--- config.mk ---
export PLATFORM = sky130hd
export DESIGN_NAME = adc_ctrl
export DESIGN_NICKNAME = d
export VERILOG_FILES = /design/src/rtl/adc_ctrl_pkg.sv /design/src/rtl/result_hold.sv /design/src/rtl/adc_ctrl.sv
export SDC_FILE = /design/constraint.sdc
export NUM_CORES = 1
export LEC_CHECK = 0
export BUFFER_PORTS_ARGS = -buffer_cell sky130_fd_sc_hd__buf_2
export CORE_MARGIN = 10
export CORE_UTILIZATION = 45
export DETAILED_ROUTE_END_ITERATION = 8
export PLACE_DENSITY = 0.77
export SLEW_MARGIN = 20
export SYNTH_ARGS = -nofsm -noshare
export SYNTH_HDL_FRONTEND = slang
export SYNTH_HIERARCHICAL = 1
export SYNTH_SLANG_ARGS = --single-unit
--- constraint.sdc ---
create_clock -name core_clk -period 2.1 [get_ports core_clk]
set_input_delay 0.105 -clock core_clk [delete_from_list [all_inputs] [get_ports core_clk]]
set_output_delay 0.105 -clock core_clk [all_outputs]
set_load 0.02 [all_outputs]
--- src/rtl/adc_ctrl_pkg.sv ---
// package: register map, field positions, reset values and codes of the converter control block
// assumes: byte-addressed register port, 16-bit data path
package adc_ctrl_pkg;

  // ****************************************
  // register offsets
  // ****************************************
  localparam logic [15:0] CONTROL_OFFS = 16'hF060;
  localparam logic [15:0] START_STATUS_OFFS = 16'hF061;
  localparam logic [15:0] RESULT_OFFS = 16'hF062;
  localparam logic [15:0] BANDGAP_OFFS = 16'hF064;
  localparam logic [15:0] IRQ_STATUS_OFFS = 16'hF066;
  localparam logic [15:0] IRQ_MASK_OFFS = 16'hF068;

  // ****************************************
  // field positions
  // ****************************************
  localparam int MODE_BIT = 7;
  localparam int OVS_HI_BIT = 6;
  localparam int OVS_LO_BIT = 4;
  localparam int VSRC_HI_BIT = 3;
  localparam int VSRC_LO_BIT = 2;
  localparam int START_BIT = 7;
  localparam int ACTIVE_BIT = 6;
  localparam int BANDGAP_RUN_BIT = 0;
  localparam int IRQ_DONE_BIT = 0;
  localparam int IRQ_BADCFG_BIT = 1;
  localparam int RESULT_LSB = 2;
  localparam int RESULT_WIDTH = 14;

  // ****************************************
  // reset values and codes
  // ****************************************
  localparam logic [7:0] CONTROL_RESET = 8'h00;
  localparam logic [7:0] START_STATUS_RESET = 8'h00;
  localparam logic [1:0] IRQ_RESET = 2'h0;
  localparam logic [2:0] OVS_DIV1 = 3'h0;
  localparam logic [2:0] OVS_DIV2 = 3'h1;
  localparam logic [2:0] OVS_DIV4 = 3'h2;
  localparam logic [2:0] OVS_DIV8 = 3'h3;
  localparam logic [1:0] VSRC_GPIO = 2'h0;
  localparam logic [1:0] VSRC_EXT = 2'h1;
  localparam logic [1:0] VSRC_RSVD = 2'h2;
  localparam logic [1:0] VSRC_INT = 2'h3;

  // ****************************************
  // conversion timing: modulator samples per result
  // ****************************************
  localparam logic [7:0] SAMPLES_PER_RESULT = 8'h40;

endpackage

--- src/rtl/result_hold.sv ---
// result holding register: keeps the last finished conversion value
// assumes: load pulse and data on core_clk; read data one cycle after read strobe
`timescale 1ns/10ps
`default_nettype none
module result_hold
  import adc_ctrl_pkg::*;
(
  input wire logic core_clk, // system clock
  input wire logic rst_n, // synchronous reset, active low
  input wire logic load, // store new value
  input wire logic [RESULT_WIDTH-1:0] load_data, // finished conversion value
  output logic [RESULT_WIDTH-1:0] hold_q // registered stored value
);
  always_ff @(posedge core_clk) begin
    if (!rst_n) begin
      hold_q <= '0;
    end else if (load) begin
      hold_q <= load_data;
    end
  end
endmodule // result_hold
`default_nettype wire

--- src/rtl/adc_ctrl.sv ---
// converter control: mode, oversampling divider, reference pin select and result register
// assumes: the modulator delivers a one-bit stream on core_clk; its ones are counted here into a 14-bit value
// Notes on behaviour
// - 16-bit read-only result register, 14-bit value left-aligned in upper bits.
// - result content is undefined while a conversion runs.
// - mode bit: 0 converts on start request, 1 converts continuously.
// - oversample select divides clock by 1, 2, 4, 8; codes 11x forbidden.
// - reference select 00: shared pin is a general-purpose input.
// - reference select 01: shared pin is external reference input to generator.
// - reference select 11: internal reference used and driven out on the pin.
// - in wait mode writing 1 to start begins one conversion; here start stays set, so conversions repeat until start is written 0.
// - in wait mode active flag reads 1 during conversion, 0 when idle.
// - at finish, active flag clears and new value loads into result.
//
// Chosen here: the plain strobed port.
`timescale 1ns/10ps
`default_nettype none
module adc_ctrl
  import adc_ctrl_pkg::*;
(
  input wire logic core_clk, // system clock, 25 MHz
  input wire logic rst_n, // synchronous reset, active low
  input wire logic [15:0] reg_addr, // register byte address
  input wire logic [15:0] reg_wdata, // write data
  input wire logic reg_wr, // write strobe
  input wire logic reg_rd, // read strobe
  output logic [15:0] reg_rdata, // read data, cycle after strobe
  input wire logic mod_bit, // modulator bitstream, on core_clk
  input wire logic pin_in, // shared pin level, asynchronous
  output logic pin_out, // shared pin drive value
  output logic pin_oe, // shared pin drive enable
  output logic port_b_bit5_input, // synchronised general input
  output logic ext_ref_en, // pin feeds reference generator
  output logic int_ref_en, // converter uses internal reference
  output logic bandgap_en, // bandgap circuit run
  output logic mod_clk_en, // oversampling clock pulse
  output logic conv_run, // modulator enable
  output logic irq // interrupt, level high
);

  // ****************************************
  // state
  // ****************************************
  typedef enum logic [1:0] {
    IDLE = 2'b00,
    CONVERT = 2'b01,
    FINISH = 2'b10
  } conv_state_e;

  conv_state_e state_reg, state_next;
  logic [7:0] control_reg;
  logic start_reg;
  logic bandgap_run_reg;
  logic [1:0] irq_status_reg, irq_mask_reg;
  logic [2:0] div_cnt_reg;
  logic [7:0] sample_cnt_reg;
  logic [RESULT_WIDTH-1:0] accum_reg;
  logic [RESULT_WIDTH-1:0] hold_q;
  logic pin_meta_reg, pin_sync_reg;
  logic done_pulse;
  logic tick;
  logic [2:0] div_limit;

  wire logic mode_cont = control_reg[MODE_BIT];
  wire logic [2:0] ovs_sel = control_reg[OVS_HI_BIT:OVS_LO_BIT];
  wire logic [1:0] vsrc_sel = control_reg[VSRC_HI_BIT:VSRC_LO_BIT];

  function automatic logic hit(input logic [15:0] addr, input logic [15:0] offs);
    hit = (addr == offs);
  endfunction

  // ****************************************
  // register writes
  // ****************************************
  always_ff @(posedge core_clk) begin
    if (!rst_n) begin
      control_reg <= CONTROL_RESET;
    end else if (reg_wr && hit(reg_addr, CONTROL_OFFS)) begin
      control_reg <= reg_wdata[7:0];
    end
  end

  // start bit: written by software only; it stays set until software clears it
  always_ff @(posedge core_clk) begin
    if (!rst_n) begin
      start_reg <= 1'b0;
    end else if (reg_wr && hit(reg_addr, START_STATUS_OFFS)) begin
      start_reg <= reg_wdata[START_BIT];
    end
  end

  always_ff @(posedge core_clk) begin
    if (!rst_n) begin
      bandgap_run_reg <= 1'b0;
    end else if (reg_wr && hit(reg_addr, BANDGAP_OFFS)) begin
      bandgap_run_reg <= reg_wdata[BANDGAP_RUN_BIT];
    end
  end

  always_ff @(posedge core_clk) begin
    if (!rst_n) begin
      irq_mask_reg <= IRQ_RESET;
    end else if (reg_wr && hit(reg_addr, IRQ_MASK_OFFS)) begin
      irq_mask_reg <= reg_wdata[1:0];
    end
  end

  // sticky events; a set in the clearing cycle wins
  wire logic badcfg_evt = (ovs_sel[2:1] == 2'b11) || (vsrc_sel == VSRC_RSVD);
  always_ff @(posedge core_clk) begin
    if (!rst_n) begin
      irq_status_reg <= IRQ_RESET;
    end else begin
      irq_status_reg <= (irq_status_reg
        & ~((reg_wr && hit(reg_addr, IRQ_STATUS_OFFS)) ? reg_wdata[1:0] : 2'h0))
        | {badcfg_evt, done_pulse};
    end
  end

  always_ff @(posedge core_clk) begin
    if (!rst_n) begin
      irq <= 1'b0;
    end else begin
      irq <= |((irq_status_reg | {badcfg_evt, done_pulse}) & irq_mask_reg);
    end
  end

  // ****************************************
  // oversampling divider
  // ****************************************
  always_comb begin
    case (ovs_sel)
      OVS_DIV1: div_limit = 3'h0;
      OVS_DIV2: div_limit = 3'h1;
      OVS_DIV4: div_limit = 3'h3;
      OVS_DIV8: div_limit = 3'h7;
      default: div_limit = 3'h7;
    endcase
  end

  always_ff @(posedge core_clk) begin
    if (!rst_n) begin
      div_cnt_reg <= 3'h0;
    end else if (state_reg != CONVERT || div_cnt_reg >= div_limit) begin
      div_cnt_reg <= 3'h0;
    end else begin
      div_cnt_reg <= div_cnt_reg + 3'h1;
    end
  end

  assign tick = (state_reg == CONVERT) && (div_cnt_reg >= div_limit);

  always_ff @(posedge core_clk) begin
    if (!rst_n) begin
      mod_clk_en <= 1'b0;
      conv_run <= 1'b0;
    end else begin
      mod_clk_en <= tick;
      conv_run <= (state_next == CONVERT);
    end
  end

  // ****************************************
  // conversion sequencer
  // ****************************************
  always_comb begin
    state_next = state_reg;
    case (state_reg)
      IDLE: begin
        if (mode_cont || start_reg) begin
          state_next = CONVERT;
        end
      end
      CONVERT: begin
        if (tick && sample_cnt_reg == SAMPLES_PER_RESULT - 8'h01) begin
          state_next = FINISH;
        end
      end
      FINISH: state_next = IDLE;
      default: state_next = IDLE;
    endcase
  end

  always_ff @(posedge core_clk) begin
    if (!rst_n) begin
      state_reg <= IDLE;
    end else begin
      state_reg <= state_next;
    end
  end

  // count ones of the bitstream over one result period
  always_ff @(posedge core_clk) begin
    if (!rst_n) begin
      sample_cnt_reg <= 8'h00;
      accum_reg <= '0;
    end else if (state_reg != CONVERT) begin
      sample_cnt_reg <= 8'h00;
      accum_reg <= '0;
    end else if (tick) begin
      sample_cnt_reg <= sample_cnt_reg + 8'h01;
      accum_reg <= accum_reg + {{(RESULT_WIDTH-1){1'b0}}, mod_bit};
    end
  end

  assign done_pulse = (state_reg == FINISH);

  result_hold u_result_hold (
    .core_clk(core_clk),
    .rst_n(rst_n),
    .load(done_pulse),
    .load_data(accum_reg),
    .hold_q(hold_q)
  );

  // ****************************************
  // reference and pin function
  // ****************************************
  always_ff @(posedge core_clk) begin
    if (!rst_n) begin
      pin_meta_reg <= 1'b0;
      pin_sync_reg <= 1'b0;
    end else begin
      pin_meta_reg <= pin_in;
      pin_sync_reg <= pin_meta_reg;
    end
  end

  always_ff @(posedge core_clk) begin
    if (!rst_n) begin
      port_b_bit5_input <= 1'b0;
      ext_ref_en <= 1'b0;
      int_ref_en <= 1'b0;
      pin_oe <= 1'b0;
      pin_out <= 1'b0;
      bandgap_en <= 1'b0;
    end else begin
      port_b_bit5_input <= (vsrc_sel == VSRC_GPIO) ? pin_sync_reg : 1'b0;
      ext_ref_en <= (vsrc_sel == VSRC_EXT);
      int_ref_en <= (vsrc_sel == VSRC_INT);
      pin_oe <= (vsrc_sel == VSRC_INT);
      pin_out <= (vsrc_sel == VSRC_INT) && bandgap_run_reg;
      bandgap_en <= bandgap_run_reg;
    end
  end

  // ****************************************
  // read port
  // ****************************************
  wire logic active = (state_reg != IDLE);
  always_ff @(posedge core_clk) begin
    if (!rst_n) begin
      reg_rdata <= 16'h0000;
    end else if (reg_rd) begin
      if (hit(reg_addr, CONTROL_OFFS)) begin
        reg_rdata <= {8'h00, control_reg};
      end else if (hit(reg_addr, START_STATUS_OFFS)) begin
        reg_rdata <= {8'h00, start_reg, active, 6'h00};
      end else if (hit(reg_addr, RESULT_OFFS)) begin
        reg_rdata <= {hold_q, 2'b00};
      end else if (hit(reg_addr, BANDGAP_OFFS)) begin
        reg_rdata <= {15'h0000, bandgap_run_reg};
      end else if (hit(reg_addr, IRQ_STATUS_OFFS)) begin
        reg_rdata <= {14'h0000, irq_status_reg};
      end else if (hit(reg_addr, IRQ_MASK_OFFS)) begin
        reg_rdata <= {14'h0000, irq_mask_reg};
      end else begin
        reg_rdata <= 16'h0000;
      end
    end else begin
      reg_rdata <= 16'h0000;
    end
  end

  // ****************************************
  // checks
  // ****************************************
  finish_loads_a: assert property (@(posedge core_clk) disable iff (!rst_n)
    done_pulse |=> (hold_q == $past(accum_reg)) && state_reg == IDLE)
    else $error("result not loaded at finish");
  start_begins_a: assert property (@(posedge core_clk) disable iff (!rst_n)
    (state_reg == IDLE && start_reg && !mode_cont) |=> state_reg == CONVERT)
    else $error("start did not begin conversion");
  cont_mode_a: assert property (@(posedge core_clk) disable iff (!rst_n)
    (state_reg == IDLE && mode_cont) |=> state_reg == CONVERT)
    else $error("continuous mode idle");
  div8_tick_a: assert property (@(posedge core_clk) disable iff (!rst_n)
    (tick && ovs_sel == OVS_DIV8 && $stable(ovs_sel)) |=> !tick [*7])
    else $error("divide by eight too fast");
  gpio_pin_a: assert property (@(posedge core_clk) disable iff (!rst_n)
    (vsrc_sel == VSRC_GPIO) |=> !pin_oe && !ext_ref_en)
    else $error("pin driven in input mode");
  ext_ref_a: assert property (@(posedge core_clk) disable iff (!rst_n)
    (vsrc_sel == VSRC_EXT) |=> ext_ref_en && !pin_oe)
    else $error("external reference not selected");
  int_ref_a: assert property (@(posedge core_clk) disable iff (!rst_n)
    (vsrc_sel == VSRC_INT) |=> int_ref_en && pin_oe)
    else $error("internal reference not driven");
  result_read_a: assert property (@(posedge core_clk) disable iff (!rst_n)
    (reg_rd && hit(reg_addr, RESULT_OFFS)) |=> reg_rdata[15:2] == $past(hold_q))
    else $error("result read mismatch");

endmodule // adc_ctrl
`default_nettype wire

==> reports/qor.yml, run 1 <==
status:
  status: "finished with violations"
  violations: "setup timing"
power:
  leakagePower_nw: 1.57
  irDropWorstVdd_v: 0.000312
  power.density_nw_per_um2: 663
synth:
  yosysSeqAreaShare: 0.472
  synth_cell_types: 45
  syn_inst: 364
  ys_ff_latch: 81
  synth_area_um2: 3440
  avgSynthCellArea_um2: 9.44
  synthArstFlopShare: 0
  synth_nets: 409
  synth_enable_flop_cells: 0
  ys_warn_count: 6
  synthFlopType: "dfxtp_1"
cts:
  cts_tree: "built"
  clock_sinks: 81
  cts_root_buffer: "clkbuf_8"
  htree_levels: 3
  cts_buffers: 9
  clock_path_buffers: 2
  clock_latency_ns: 0.34
  path_clk_slew_ns: 0.08
grt:
  grt_pass1_wl_um: 13000
  busiest_layer: "met2"
  grt.total_usage: 0.137
  antenna_found_initial: 0
  grt_use_met2: 0.233
  grt_pass1_vias: 2797
  use_met1: 0.164
  use_met3: 0.0383
  grt_start_max_net_pins: 32
  grt-ovfl-total: 0
min_path:
  min_path_type: "primary input to register"
timing:
  setup_viol_count_final: 1
  slew_violations: 0
  worstMarginPinSlew_ns: 0.488
  relSlewSlack: 0.674
  fin_crit_ns: 2.11
  setup_ws_ns: -0.0145
  hold_violations: 0
  fin_tns_setup_ns: -0.0145
  post-route-period-util: 1.01
  fmaxAchievable_mhz: 473
  skew_ns: 0.00700
route:
  vias: 2885
  viasPerCell: 5.45
  drt_pass1_iterations: 5
  drc: 0
  drt_iter0_markers: 140
  avgRoutedWirePerCell_um: 15.5
  ant_nets: 0
  wl_um: 8200
critical_path:
  crit_fanout: 8
  cp-start-kind: "register"
  arrival_ns: 2.38
  cp-end-kind: "register"
  worstSetupPathType: "register to register"
  required_ns: 2.37
final_layout:
  largest_reg_flops: 16
  area.growth.synth_to_final_pct: 20.5
  utilization: 0.565
  final_common_cell: "dfxtp_1"
  fin_area_um2: 4140
  final_cell_mix: "79 x dfxtp_1, 54 x buf_2, 28 x a21oi_1"
  drive_above_1_share: 0.253
  diodes: 0
  fin_nets: 471
floorplan:
  io_pins: 63
  die_area_um2: 11500
  die_x_um: 107
  start_util: 0.469
  core_um2: 7330
  die_h_um: 107
  rows: 31
placement:
  dpl_cell_area_um2: 3810
  io_buffer_count: 54
  hpwl_um: 5740
  place_congestion: 0.879
run:
  cap_viol_max_count: 0
==> metal layers <==
metal	vias to the layer above	routed length, um
met4	0	88
met2	100	4050
met1	1350	3530
li1	1427	-
met3	8	531
met5	-	0
==> synth_stat cells, drive strengths merged, types with 2 or more instances <==
| master | number | area [um2] |
|---|---|---|
| nor2b | 21 | 131 |
| dfxtp | 81 | 1620 |
| clkbuf | 8 | 30.0 |
| nand4 | 9 | 56.3 |
| nor2 | 14 | 52.6 |
| mux2i | 21 | 210 |
| and4b | 2 | 20.0 |
| xnor2 | 2 | 17.5 |
| or3 | 9 | 57.6 |
| ha | 7 | 87.6 |
| o31ai | 6 | 45.0 |
| and4 | 5 | 45.0 |
| o21ai | 26 | 130 |
| nand2 | 24 | 90.1 |
| o211ai | 3 | 22.5 |
| or2 | 2 | 15.0 |
| nand3 | 19 | 108 |
| a21oi | 31 | 155 |
| inv | 8 | 30.0 |
| and3 | 5 | 31.3 |
| nor3 | 6 | 30.0 |
| o21a | 7 | 52.6 |
| and2 | 14 | 87.6 |
| buf | 10 | 86.3 |
| nor4 | 4 | 40.0 |
| mux2 | 2 | 22.5 |
| nor4b | 3 | 41.3 |
| or4 | 10 | 78.8 |
==> area by class of cell <==
type	instances	area, um2
multi-input cells	257	1740
inverters	8	30.0
clock inverters	5	56.3
repair buffers	69	433
well taps	99	124
fillers	651	3190
clock buffers	10	138
flip-flops and latches	81	1620
==> what timing repair did <==
action | in CTS | in global routing
pin swaps | 1 | 15
endpoints found under the setup margin | 3 | 13
cloned | 0 | 2
hold buffers | 1 | 0
hold endpoints to repair | 1 | 0
resized for setup | 0 | 17
setup buffers | 0 | 1
==> final timing paths <==
kind                                      end                         from  slack, ns  cells after the start
setup / recovery    accum_reg[6]$_SDFFE_PP0P_  control_reg[6]$_SDFFE_PN0P_      -0.01                      7
hold / removal    control_reg[3]$_SDFFE_PN0P_                 reg_wdata[3]      0.009                      3
setup reg to reg    accum_reg[6]$_SDFFE_PP0P_  control_reg[6]$_SDFFE_PN0P_      -0.01                      7
hold reg to reg       pin_sync_reg$_SDFF_PN0_      pin_meta_reg$_SDFF_PN0_       0.44                      1
==> kinds of logic (layout without fill, tap and decap cells) <==
family                   Yosys count  after routing  synth area share
AND/OR/NAND/NOR                  151            151             0.267
adder cells (fa/ha/maj)            7              7            0.0255
buffers and inverters             26             92            0.0426
XOR/XNOR                           2              2           0.00510
AO/OA/AOI/OAI                     74             74             0.120
multiplexers                      23             23            0.0677
flip-flops                        81             81             0.472
==> power by group <==
part           switching [mW]  internal, mW  leakage (nW)
Sequential           0.000505          1.54         0.654
Combinational          0.0528        0.0399         0.823
Clock                   0.544         0.573        0.0981
==> through the flow <==
| stage | cells | power (mW) | hold WS, ns | setup slack [ns] |
|---|---|---|---|---|
| after global routing | 529 | 2.83 | 0.00690 | -0.0664 |
| after detailed placement | 510 | 1.66 | 0.323 | 0.0133 |
| after global placement | 510 | 1.66 | 0.318 | 0.0379 |
| final | 529 | 2.75 | 0.00907 | -0.0145 |
| after CTS | 526 | 2.76 | 0.00523 | -0.000514 |
| after floorplan | 364 | 1.62 | 0.232 | 0.0966 |
==> worst max-delay path: stages, from the launching register on <==
cell	delay, ns
dfxtp_2	0.32
or3_4	0.39
ha_4	0.29
nor2b_4	0.04
o21a_4	0.22
buf_12	0.14
or4_4	0.49
a21oi_1	0.14
No activity file was read; power rests on OpenSTA's default activity.
==> inputs of run 2 (changes only) <==
--- a/config.mk
+++ b/config.mk
@@ -9,9 +9,8 @@
 export CORE_MARGIN = 10
 export CORE_UTILIZATION = 45
 export DETAILED_ROUTE_END_ITERATION = 8
-export PLACE_DENSITY = 0.77
+export PLACE_DENSITY = 0.78
 export SLEW_MARGIN = 20
 export SYNTH_ARGS = -nofsm -noshare
 export SYNTH_HDL_FRONTEND = slang
-export SYNTH_HIERARCHICAL = 1
 export SYNTH_SLANG_ARGS = --single-unit
==> reports/qor.yml, run 2 <==
status:
  status: "finished with violations"
  violations: "setup timing"
synth:
  synth_nets: 419  # +2.4%
  avgSynthCellArea_um2: 8.87  # -6.0%
  synthArstFlopShare: 0  # unchanged
  ys_ff_latch: 81  # unchanged
  yosysSeqAreaShare: 0.489  # +0.0169
  synthFlopType: "dfxtp_1"
  yosysTopAreaCellShare: 0.489  # +0.0169
  syn_inst: 374  # +2.7%
  synth_top_area_cell: "dfxtp_1"
  synth_cell_types: 44  # -2.2%
  ys_top_cells_by_area: "dfxtp_1 49%, nand2_1 7.5%, a21oi_1 5.7%"
  synth_enable_flop_cells: 0  # unchanged
  synth.most_common_cell: "dfxtp_1"
  synthTopCellsByCount: "81 x dfxtp_1, 66 x nand2_1, 38 x a21oi_1, 19 x mux2i_1, 17 x nor2_1"
  synth_area_um2: 3320  # -3.5%
  ys_warn_count: 0  # -6
final_layout:
  drive_above_1_share: 0.220  # -0.0333
  final_cell_mix: "80 x dfxtp_1, 66 x nand2_1, 54 x buf_2"
  fin_nets: 485  # +3.0%
  area.growth.synth_to_final_pct: 22.9
  filler_cell_count: 640  # -1.7%
  final_common_cell: "dfxtp_1"
  largest_reg_flops: 16  # unchanged
  fin_cells: 544  # +2.8%
  diodes: 0  # unchanged
critical_path:
  crit_fanout: 8  # unchanged
  r2r-start: "control_reg[4]$_SDFFE_PN0P_"
  r2r_cells: 7  # unchanged
  endpoint: "sample_cnt_reg[7]$_SDFFE_PP0P_"
  cp-start-kind: "register"
  cp-end-kind: "register"
  crit_start: "control_reg[4]$_SDFFE_PN0P_"
  r2r_end: "sample_cnt_reg[7]$_SDFFE_PP0P_"
  required_ns: 2.39  # +0.02 ns
  r2r_slack_ns: -0.008  # about the same
  arrival_ns: 2.40  # +0.02 ns
  worstSetupPathType: "register to register"
power:
  finalPower_mw: 2.76  # +0.51%
  irDropWorstVdd_v: 0.000404  # +29%
  power.density_nw_per_um2: 677  # +2.1%
  leakagePower_nw: 1.59  # +1.1%
timing:
  relSlewSlack: 0.626  # -0.0488
  slew_violations: 0  # unchanged
  setup_viol_count_final: 3  # +2
  hold_violations: 0  # unchanged
  grt_setup_unrepaired: "yes"
  setup_ws_ns: -0.00760  # +0.00689 ns
  skew_ns: 0.00677  # -0.000234 ns
  worstMarginPinSlew_ns: 0.562  # +0.0737 ns
  fin_crit_ns: 2.11  # -0.00689 ns
  fmaxAchievable_mhz: 474  # +0.33%
  post-route-period-util: 1.00  # -0.00328
grt:
  grt-ovfl-total: 0  # unchanged
  grt_pass1_vias: 2836  # +1.4%
  grt.total_usage: 0.139  # +0.00160
  antenna_found_initial: 0  # unchanged
  grt_start_max_net_pins: 31  # -3.1%
  grt_pass1_wl_um: 13200  # +1.1%
placement:
  io_buffer_count: 54  # unchanged
  hpwl_um: 5440  # -5.2%
  dp_slack_ns: -0.00787  # -0.0211 ns
  place_congestion: 0.891  # +1.4%
  place_inst: 521  # +2.2%
cts:
  cts_buffers: 9  # unchanged
  cts_tree: "built"
  htree_levels: 3  # unchanged
  clock_path_buffers: 2  # unchanged
  cts_root_buffer: "clkbuf_8"
  clock_sinks: 81  # unchanged
  clock_latency_ns: 0.35  # about the same
  path_clk_slew_ns: 0.08  # about the same
route:
  avgRoutedWirePerCell_um: 14.8  # -4.6%
  viasPerCell: 5.39  # -1.2%
  wl_um: 8040  # -1.9%
  drc: 0  # unchanged
  vias: 2932  # +1.6%
  drt_iter0_markers: 191  # +36%
  drt_pass1_iterations: 4  # -1
  ant_nets: 0  # unchanged
floorplan:
  core_um2: 7210  # -1.6%
  rows: 31  # unchanged
  io_pins: 63  # unchanged
  die_area_um2: 11200  # -2.8%
  die_h_um: 106  # -1.4%
  die_x_um: 106  # -1.4%
  start_util: 0.460  # -0.00891
run:
  cap_viol_max_count: 0  # unchanged
min_path:
  min_path_type: "primary input to register"
[run 2: cell types whose count changed after synthesis, sizes merged, moves of 3 or more]
| cell | change |
|---|---|
| nand2 | +42 |
| nor2b | -16 |
| o21ai | -10 |
| a21oi | +7 |
| or3 | +7 |
| buf | -6 |
| nand3 | -6 |
| clkbuf | +5 |
| or4 | -5 |
| o21a | -4 |
| and4 | -3 |
| nand2b | +3 |
| nor2 | +3 |
[run 2: layout make-up]
| class | instances | area (um2) | area share |
|---|---|---|---|
| multi-input combinational | 268 | 1640 | 0.401 |
| sequential | 81 | 1620 | 0.398 |
| timing repair buffer | 72 | 470 | 0.115 |
| clock buffer | 10 | 128 | 0.0313 |
| tap | 99 | 124 | 0.0304 |
| clock inverter | 6 | 67.6 | 0.0166 |
| inverter | 8 | 30.0 | 0.00736 |
[run 2: power by group]
group / switching, mW / leakage, nW / internal [mW]
Clock: 0.578 / 0.0929 / 0.554
Sequential: 0.000456 / 0.653 / 1.54
Combinational: 0.0521 / 0.846 / 0.0395
Total: 0.631 / 1.59 / 2.13
[run 2: worst max-delay path, stage by stage, from the launching register on]
cell,delay [ns]
dfxtp_2,0.32
or3_1,0.37
ha_1,0.30
nor2b_2,0.05
o21a_4,0.23
buf_12,0.14
or4_4,0.51
a21oi_2,0.13
[run 2: cell families (layout without fill, tap and decap cells)]
group	count (synthesis)	after routing	share of synthesized area
simple gates	169	169	0.268
fa+ha+maj	7	7	0.0264
compound gates	71	71	0.121
flops	81	81	0.489
mux	19	19	0.0573
buf+inv	25	96	0.0328
xor+xnor	2	2	0.00528
[run 2: per-layer routing]
metal  routed length (um)  track usage  up-vias
li1                     -            -     1445
met1                 3460        0.169     1364
met2                 3710        0.218      103
met3                  667       0.0445       20
met4                  205       0.0648        0
met5                    0            0        -
[run 2: worst min-delay path by stage]
stage,startpoint,end,cells past startpoint
floorplan,pin_in,pin_meta_reg$_SDFF_PN0_,1
global placement,pin_in,pin_meta_reg$_SDFF_PN0_,2
detailed placement,pin_in,pin_meta_reg$_SDFF_PN0_,2
CTS,reg_wdata[2],control_reg[2]$_SDFFE_PN0P_,3
global route,reg_wdata[2],control_reg[2]$_SDFFE_PN0P_,3
finish,reg_wdata[2],control_reg[2]$_SDFFE_PN0P_,3
[run 2: timing repair]
action / in CTS / in global routing
endpoints found under the setup margin: 4 / 8
pin swaps: 4 / 2
hold buffers: 4 / 0
resized for setup: 2 / 12
setup buffers: 1 / 0
endpoints found under the hold margin: 4 / 0
cloned: 1 / 1
[run 2: through the flow]
stage | cell area (um2) | hold WS (ns) | setup TNS (ns) | util
detailed placement | 3730 | 0.316 | -0.0129 | 0.517
finish | 4080 | 0.00608 | -0.0105 | 0.565
global placement | 3730 | 0.312 | 0 | 0.517
global route | 4080 | 0.0294 | -0.272 | 0.565
floorplan | 3320 | 0.232 | 0 | -
CTS | 4010 | 0.00133 | -0.0184 | 0.556
